`src/sdr_pkg.sv`:
```
/*
 * Constants shared by the DRAM-side refresh, self-refresh and write-mask
 * block: command encodings, mode field codes, register map and timings.
 * Assumes a 100 MHz system clock that samples the memory clock pin.
 */
// Notes on behaviour
// RULE_01: One mask bit per data byte, writes only
// RULE_02: Burst chop or eight beats from mode field
// RULE_03: Controller waits write-to-read after last beat
// RULE_04: Controller waits write recovery before precharge
// RULE_05: Refresh decoded from select, strobes, write high
// RULE_06: Controller precharges all banks before refresh
// RULE_07: Refresh uses internal row counter, leaves idle
// RULE_08: Only idle commands during refresh cycle time
// RULE_09: At most eight refreshes postponed
// RULE_10: At most eight refreshes pulled in
// RULE_11: At most sixteen refreshes per two intervals
// RULE_12: Owed count frozen across self-refresh
// RULE_13: Self-refresh entry decoded with clock enable low
// RULE_14: Controller turns termination off before entry
// RULE_15: Controller holds clock enable low, minimum residency
// RULE_16: Delay loop off on entry, reset on exit
// RULE_17: In self-refresh refresh from own timer
// RULE_18: No write within 512 clocks after exit
// RULE_19: Clock may stop after entry, restart before exit
// RULE_20: Controller waits exit delays after exit
// RULE_21: Idle commands and termination off after exit
// RULE_22: One extra refresh before re-entering self-refresh
// RULE_23: Controller tracks signed owed refresh count
package sdr_pkg;
    // Command field {cs_n, ras_n, cas_n, we_n}
    localparam logic [3:0] CMD_REFRESH = 4'h1;
    localparam logic [3:0] CMD_WRITE = 4'h4;
    localparam logic [3:0] CMD_READ = 4'h5;
    localparam logic [3:0] CMD_NOP = 4'h7;
    // Burst-length field codes
    localparam logic [1:0] BL_FIXED8 = 2'h0;
    localparam logic [1:0] BL_OTF = 2'h1;
    localparam logic [1:0] BL_CHOP4 = 2'h2;
    localparam int BEATS_CHOP = 4;
    localparam int BEATS_EIGHT = 8;
    localparam int DATA_W = 16;
    localparam int MASK_W = DATA_W / 8;
    localparam int ROW_W = 14;
    localparam int WRITE_LAT = 5;
    // Register byte offsets
    localparam logic [3:0] OFS_MODE0 = 4'h0;
    localparam logic [3:0] OFS_MODE1 = 4'h4;
    localparam logic [3:0] OFS_STATUS = 4'h8;
    localparam logic [3:0] OFS_COUNT = 4'hc;
    localparam logic [31:0] MODE0_RST = 32'h0;
    localparam logic [31:0] MODE1_RST = 32'h0;
    // Status bit positions
    localparam int ST_SELF = 0;
    localparam int ST_DLL = 1;
    localparam int ST_RFBUSY = 2;
    localparam int ST_WBUSY = 3;
    // Timing in ns, converted to 10 ns clock cycles
    localparam int CLK_NS = 10;
    localparam int REFI_NS = 7800;
    localparam int RFC_NS = 160;
    localparam int CKE_NS = 5;
    localparam int REFI_CYC = REFI_NS / CLK_NS;
    localparam int RFC_CYC = (RFC_NS + CLK_NS - 1) / CLK_NS;
    localparam int CKE_CYC_RAW = CKE_NS / CLK_NS;
    localparam int CKE_CYC = (CKE_CYC_RAW < 1) ? 1 : CKE_CYC_RAW;
    localparam int DLL_RESET_NCK = 512;
endpackage : sdr_pkg

```
`src/sdr_refresh.sv`:
```
/*
 * DRAM-side logic: command decode from sampled pins, refresh row counter,
 * self-refresh timer with delay-loop control, and write-burst mask capture.
 * Assumes memory clock and command pins come from another domain; they are
 * synchronised and the memory clock's rising edge is found by sampling.
 */
// Added by the designer: the register addresses and register access over Avalon-MM.
`timescale 1ns/1ps
module sdr_refresh (
    input wire logic clk_i,
    input wire logic nrst_i,
    input wire logic mem_clk_i,
    input wire logic chip_select_n_i,
    input wire logic row_strobe_n_i,
    input wire logic column_strobe_n_i,
    input wire logic write_enable_n_i,
    input wire logic clock_enable_pin_i,
    input wire logic burst_select_address_bit_i,
    input wire logic [sdr_pkg::DATA_W-1:0] data_i,
    input wire logic [sdr_pkg::MASK_W-1:0] write_data_mask_i,
    input wire logic [3:0] avs_address,
    input wire logic avs_read,
    input wire logic avs_write,
    input wire logic [31:0] avs_writedata,
    output logic [31:0] avs_readdata,
    output logic avs_waitrequest,
    output logic refresh_pulse_o,
    output logic [sdr_pkg::ROW_W-1:0] refresh_row_o,
    output logic self_refresh_o,
    output logic dll_enabled_o,
    output logic wr_beat_valid_o,
    output logic [sdr_pkg::DATA_W-1:0] wr_beat_data_o,
    output logic [sdr_pkg::MASK_W-1:0] wr_beat_mask_o
);
    import sdr_pkg::*;

    typedef enum logic [1:0] {
        SDR_IDLE = 2'b00,
        SDR_REFRESH = 2'b01,
        SDR_SELF = 2'b10
    } sdr_state_e;

    localparam int SYNC_W = 8 + DATA_W + MASK_W;

    // Beats in a burst from mode field and on-the-fly bit
    function automatic logic [3:0] burst_beats(input logic [1:0] fld,
                                               input logic sel);
        if (fld == BL_CHOP4 || (fld == BL_OTF && !sel))
            return 4'(BEATS_CHOP);
        return 4'(BEATS_EIGHT);
    endfunction : burst_beats

    // Two-stage synchroniser on every pin input
    logic [SYNC_W-1:0] sync1_reg;
    logic [SYNC_W-1:0] sync2_reg;
    always_ff @(posedge clk_i or negedge nrst_i) begin
        if (!nrst_i) begin
            sync1_reg <= '0;
            sync2_reg <= '0;
        end else begin
            sync1_reg <= {mem_clk_i, chip_select_n_i, row_strobe_n_i,
                          column_strobe_n_i, write_enable_n_i,
                          clock_enable_pin_i, burst_select_address_bit_i,
                          1'b0, data_i, write_data_mask_i};
            sync2_reg <= sync1_reg;
        end
    end

    logic ck_s;
    logic [3:0] cmd_s;
    logic cke_s;
    logic bsel_s;
    logic [DATA_W-1:0] dq_s;
    logic [MASK_W-1:0] dm_s;
    assign ck_s = sync2_reg[SYNC_W-1];
    assign cmd_s = sync2_reg[SYNC_W-2 -: 4];
    assign cke_s = sync2_reg[SYNC_W-6];
    assign bsel_s = sync2_reg[SYNC_W-7];
    assign dq_s = sync2_reg[MASK_W +: DATA_W];
    assign dm_s = sync2_reg[MASK_W-1:0];

    // Memory clock edge detect on the synchronised copy
    logic ck_prev_reg;
    logic cke_prev_reg;
    always_ff @(posedge clk_i or negedge nrst_i) begin
        if (!nrst_i) begin
            ck_prev_reg <= 1'b0;
            cke_prev_reg <= 1'b0;
        end else begin
            ck_prev_reg <= ck_s;
            if (ck_s && !ck_prev_reg)
                cke_prev_reg <= cke_s;
        end
    end
    logic ck_rise;
    assign ck_rise = ck_s && !ck_prev_reg;

    // Command decode; clock enable previous-high / now-low marks entry
    logic is_refresh;
    logic is_self_entry;
    logic is_write;
    // RULE_05: refresh command decode
    assign is_refresh = ck_rise && cmd_s == CMD_REFRESH && cke_s;
    // RULE_13: self-refresh entry decode
    assign is_self_entry = ck_rise && cmd_s == CMD_REFRESH && !cke_s &&
                           cke_prev_reg;
    assign is_write = ck_rise && cke_s && cmd_s == CMD_WRITE;

    // Register file
    logic [31:0] mode0_reg;
    logic [31:0] mode1_reg;
    logic [1:0] state_reg;
    sdr_state_e state;
    assign state = sdr_state_e'(state_reg);
    always_ff @(posedge clk_i or negedge nrst_i) begin
        if (!nrst_i) begin
            mode0_reg <= MODE0_RST;
            mode1_reg <= MODE1_RST;
        end else if (avs_write) begin
            if (avs_address == OFS_MODE0)
                mode0_reg <= avs_writedata;
            if (avs_address == OFS_MODE1)
                mode1_reg <= avs_writedata;
        end
    end

    // Self-refresh timer, refresh cycle counter and state machine
    logic [15:0] timer_reg;
    logic [15:0] rfc_reg;
    logic [ROW_W-1:0] row_reg;
    logic [15:0] refcnt_reg;
    logic int_ref;
    // RULE_17: first internal refresh within gate pulse, then interval
    assign int_ref = state == SDR_SELF && timer_reg == 16'h0;
    always_ff @(posedge clk_i or negedge nrst_i) begin
        if (!nrst_i) begin
            state_reg <= SDR_IDLE;
            timer_reg <= 16'h0;
            rfc_reg <= 16'h0;
        end else begin
            case (state)
                SDR_IDLE: begin
                    if (is_refresh) begin
                        state_reg <= SDR_REFRESH;
                        rfc_reg <= 16'(RFC_CYC - 1);
                    end else if (is_self_entry) begin
                        state_reg <= SDR_SELF;
                        timer_reg <= 16'(CKE_CYC - 1);
                    end
                end
                SDR_REFRESH: begin
                    // RULE_07: banks return to precharged idle
                    if (rfc_reg == 16'h0)
                        state_reg <= SDR_IDLE;
                    else
                        rfc_reg <= rfc_reg - 16'h1;
                end
                SDR_SELF: begin
                    // RULE_17: only clock enable ends self-refresh
                    if (cke_s) begin
                        state_reg <= SDR_IDLE;
                    end else if (timer_reg == 16'h0) begin
                        timer_reg <= 16'(REFI_CYC - 1);
                    end else begin
                        timer_reg <= timer_reg - 16'h1;
                    end
                end
                default: state_reg <= SDR_IDLE;
            endcase
        end
    end

    // RULE_07: row address from internal counter, address bus ignored
    always_ff @(posedge clk_i or negedge nrst_i) begin
        if (!nrst_i) begin
            row_reg <= '0;
            refcnt_reg <= 16'h0;
            refresh_pulse_o <= 1'b0;
        end else begin
            refresh_pulse_o <= (state == SDR_IDLE && is_refresh) || int_ref;
            if ((state == SDR_IDLE && is_refresh) || int_ref) begin
                row_reg <= row_reg + 1'b1;
                refcnt_reg <= refcnt_reg + 16'h1;
            end
        end
    end
    assign refresh_row_o = row_reg;

    // RULE_16: loop off on entry, back on with reset count on exit
    logic dll_on_reg;
    logic [9:0] dll_rst_reg;
    always_ff @(posedge clk_i or negedge nrst_i) begin
        if (!nrst_i) begin
            dll_on_reg <= 1'b0;
            dll_rst_reg <= 10'h0;
        end else if (mode1_reg[0]) begin
            dll_on_reg <= 1'b0;
        end else if (state == SDR_IDLE && is_self_entry) begin
            dll_on_reg <= 1'b0;
        end else if (state == SDR_SELF && cke_s) begin
            dll_rst_reg <= 10'(DLL_RESET_NCK - 1);
        end else if (dll_rst_reg != 10'h0) begin
            if (ck_rise)
                dll_rst_reg <= dll_rst_reg - 10'h1;
        end else if (state != SDR_SELF) begin
            dll_on_reg <= 1'b1;
        end
    end

    // Write burst tracker: latency then beats, mask captured with data
    logic [3:0] wlat_reg;
    logic [3:0] beats_reg;
    logic [3:0] pend_beats_reg;
    always_ff @(posedge clk_i or negedge nrst_i) begin
        if (!nrst_i) begin
            wlat_reg <= 4'h0;
            beats_reg <= 4'h0;
            pend_beats_reg <= 4'h0;
            wr_beat_valid_o <= 1'b0;
            wr_beat_data_o <= '0;
            wr_beat_mask_o <= '0;
        end else begin
            wr_beat_valid_o <= 1'b0;
            if (state == SDR_IDLE && is_write) begin
                // Loaded one short: first beat lands on the latency-th edge
                wlat_reg <= 4'(WRITE_LAT - 1);
                // RULE_02: beat count from mode field and select bit
                pend_beats_reg <= burst_beats(mode0_reg[1:0], bsel_s);
            end else if (ck_rise && wlat_reg != 4'h0) begin
                wlat_reg <= wlat_reg - 4'h1;
                if (wlat_reg == 4'h1)
                    beats_reg <= pend_beats_reg;
            end else if (ck_rise && beats_reg != 4'h0) begin
                // RULE_01: one mask bit per byte, same timing as data
                beats_reg <= beats_reg - 4'h1;
                wr_beat_valid_o <= 1'b1;
                wr_beat_data_o <= dq_s;
                wr_beat_mask_o <= dm_s;
            end
        end
    end

    assign self_refresh_o = state == SDR_SELF;
    assign dll_enabled_o = dll_on_reg;

    // Bus slave: zero wait states, unmapped reads return zero
    assign avs_waitrequest = 1'b0;
    always_comb begin
        avs_readdata = 32'h0;
        case (avs_address)
            OFS_MODE0: avs_readdata = mode0_reg;
            OFS_MODE1: avs_readdata = mode1_reg;
            OFS_STATUS: begin
                avs_readdata[ST_SELF] = state == SDR_SELF;
                avs_readdata[ST_DLL] = dll_on_reg;
                avs_readdata[ST_RFBUSY] = state == SDR_REFRESH;
                avs_readdata[ST_WBUSY] = beats_reg != 4'h0 ||
                                         wlat_reg != 4'h0;
            end
            OFS_COUNT: avs_readdata = {16'h0, refcnt_reg};
            default: avs_readdata = 32'h0;
        endcase
    end
endmodule : sdr_refresh

```
`config.mk`:
```
export PLATFORM = sky130hd
export DESIGN_NAME = sdr_refresh
export DESIGN_NICKNAME = d
export VERILOG_FILES = /design/src/sdr_pkg.sv /design/src/sdr_refresh.sv
export SDC_FILE = /design/constraint.sdc
export NUM_CORES = 1
export LEC_CHECK = 0
export BUFFER_PORTS_ARGS = -buffer_cell sky130_fd_sc_hd__buf_2
export CAP_MARGIN = 0
export CORE_MARGIN = 5
export CORE_UTILIZATION = 45
export DETAILED_ROUTE_END_ITERATION = 8
export PLACE_DENSITY = 0.62
export SYNTH_ARGS = -nofsm -noshare
export SYNTH_HDL_FRONTEND = slang
export SYNTH_SLANG_ARGS = --single-unit
```
`constraint.sdc`:
```
create_clock -name clk_i -period 3.1 [get_ports clk_i]
set_input_delay 0.62 -clock clk_i [delete_from_list [all_inputs] [get_ports clk_i]]
set_output_delay 0.62 -clock clk_i [all_outputs]
set_load 0.02 [all_outputs]
```
==> flow_summary.toml <==
[timing]
fin_worst_skew_ps = 21.5
hold_viol = 0
slew_headroom_pct = 44.5
setup_viol = 0
slew_violations = 0
rsz0062_at_grt = "no"
fin_crit_sh_pct = 96.0
setup_slack_ps = 124
worst_pin_slew_ps = 822
fmax_ghz = 0.336
post-route-min-period_ps = 2980
fin_setup_tns_ps = 0

[logic_synthesis]
yosysSeqAreaShare_pct = 59.2
post-synth-top-area-cell = "dfrtp_1"
ys_async_sr_fraction_pct = 100
avgSynthCellArea_um2 = 12.1
ys_ff_latch = 221
netlist_instances = 770
synth_edf_count = 0
yosys_warnings = 0
syn_area_mm2 = 0.00934
synth_area_leaders = "dfrtp_1 (59%), mux2_2 (9.9%), xnor2_1 (2.7%), nor2_1 (2.5%), a21oi_1 (2.0%)"
synth_ff_type = "dfrtp_1"
synth_nets = 846
netlist.area_leader.share_pct = 59.2
yosysUniqueCellTypes = 53

[cts]
post-cts-setup-buffers = 0
cts_tree = "done"
clk_pin_slew_ps = 60
clk_path_buf_depth = 3
cts_buffers = 24
root_buffer = "clkbuf_16"
clk_latency_ps = 520
htreeDepth = 1
clock-sinks = 221

[flow_run]
maxCapViolCount = 0

[worst_setup_path]
path_class = "reg2out"
crit_chain = "inv_1 > ha_1 > nor3b_2 > nand3_1 > mux4_2 > nor2b_1 > buf_2"
slowest_stage = "mux4_2"
cp.required_ps = 2480
crit-reg2reg-launch = "timer_reg[5]$_DFFE_PN0P_"
reg2reg_slack_ps = 440
crit_arrival_ps = 2360
max_stage_delay_ps = 470
start_kind = "register"
crit_fanout = 4
endpoint_kind = "primary output"
startpoint = "beats_reg[0]$_DFFE_PN0P_"

[min_path]
hold_path.class = "in2async"

[route]
vias = 6365
avgViaCountPerCell = 5.26
ant_nets = 0
drc = 0
dr.pass1.iters = 4
wl_mm = 19.6
drt_iter0_drc = 289
wl_per_cell_um = 16.2

[final_layout]
final_area_mm2 = 0.0112
nFillCells = 1777
final_nets = 998
layout_common_cells = "dfrtp_1 (221), buf_2 (130), mux2_2 (82)"
final_common_cell = "dfrtp_1"
drive_gt1_share_pct = 31.5
area_delta_synth_final_pct = 20.3

[placed_design]
dpl.hpwl_mm = 13.5
pre_cts_ws_ps = 437
globalplace.congestion = 0.816
dpl_cell_area_mm2 = 0.0104
port_buffers = 131

[outcome]
outcome = "finished, final reports clean"

[global_routing]
grt_usage_pct = 16.6
grt_pass1_vias = 6653
antenna_found_initial = 3
grt_max_degree = 78
grt_first_pass_wirelength_mm = 33.2
overflow = 0

[die]
initial_core_util_pct = 46.0
dieWidth_um = 154
core_area_mm2 = 0.0203
rows = 52
chipHeight_um = 154
die_area_mm2 = 0.0237
io_pins = 134

[power_and_ir_drop]
p_per_area_mw_per_mm2 = 752
vdd_drop_max_mv = 0.499
power.leakage_uw = 0.00540
-- cells in the mapped netlist (4+ instances only) --
| library cell | n |
|---|---|
| a22o_1 | 17 |
| buf_1 | 8 |
| nand4_1 | 16 |
| o21ai_0 | 32 |
| or2_2 | 5 |
| a21oi_1 | 38 |
| or3_1 | 11 |
| clkbuf_1 | 17 |
| or4_1 | 6 |
| nor4_1 | 8 |
| inv_1 | 19 |
| mux4_2 | 4 |
| nand3_1 | 16 |
| dfrtp_1 | 221 |
| xnor2_1 | 29 |
| and4_1 | 5 |
| and3_1 | 5 |
| nor2_1 | 61 |
| mux2_2 | 82 |
| nor2b_1 | 8 |
| nor3_1 | 17 |
| nand2_1 | 45 |
| a31oi_1 | 10 |
| mux2i_1 | 17 |
| nor3b_1 | 7 |
| xor2_1 | 7 |
| o31ai_1 | 4 |
| ha_1 | 11 |
| nand2b_1 | 8 |
-- metrics by stage --
| stage | instances | hold WS, ps | total power [uW] | util, % |
|---|---|---|---|---|
| final | 1210 | 107 | 8440 | 55.3 |
| after global routing | 1210 | 139 | 8990 | 55.3 |
| after CTS | 1209 | 116 | 8550 | 55.3 |
| after detailed placement | 1166 | 335 | 5690 | 51.4 |
| after global placement | 1166 | 331 | 5650 | 51.4 |
| after floorplan | 770 | 324 | 5130 | - |
-- power breakdown --
group	total, uW	switching (uW)	leakage (uW)	internal (uW)
Combinational	1800	982	0.00221	819
Clock	2790	1120	0.000397	1670
Sequential	3850	408	0.00279	3440
-- area by class of cell --
type	instances	area, um2	area share [%]
Clock buffer	33	704	6.27
Sequential cell	221	5530	49.2
Clock inverter	10	88.8	0.791
Multi-Input combinational cell	502	3630	32.3
Inverter	19	71.3	0.635
Timing Repair Buffer	154	863	7.69
Antenna cell	1	2.50	0.0223
Tap cell	270	338	3.01
-- final timing paths --
kind	end	depth (start not counted)
worst max-delay path	avs_readdata[3]	7
worst min-delay path	timer_reg[5]$_DFFE_PN0P_	1
worst max register to register	refcnt_reg[15]$_DFFE_PN0P_	5
worst min register to register	sync2_reg[10]$_DFF_PN0_	0
max in group asynchronous	sync2_reg[11]$_DFF_PN0_	2
min in group clk_i	sync1_reg[25]$_DFF_PN0_	1
-- metal layers --
metal	vias to the layer above	share of wire [%]	global-route usage [%]
li1	3070	-	-
met5	-	0.20	0
met1	3126	46	23.3
met2	136	45	25.5
met4	4	1.8	3.66
met3	29	7.1	5.34
-- cell families after synthesis --
kind of cell / synth area share (%)
AOI/OAI and AO/OA: 8.50
xor gates and xnor gates: 3.38
adders and majority gates: 1.47
buffers and inverters: 2.02
DFF: 59.2
muxes: 12.7
other: 0.0402
and+or+nand+nor: 12.7
-- what timing repair did --
action | CTS | global route
endpoints found under the setup margin | 1 | 0
gates resized for setup | 1 | 0
hold buffers | 0 | 0
-- critical path: cells and delay by family (launching register included) --
family | cells | cell delay, ps
mux | 1 | 470
buf+inv | 2 | 270
fa+ha+maj | 1 | 140
simple gates | 3 | 570
flops | 1 | 400
No activity file was read; power rests on OpenSTA's default activity.
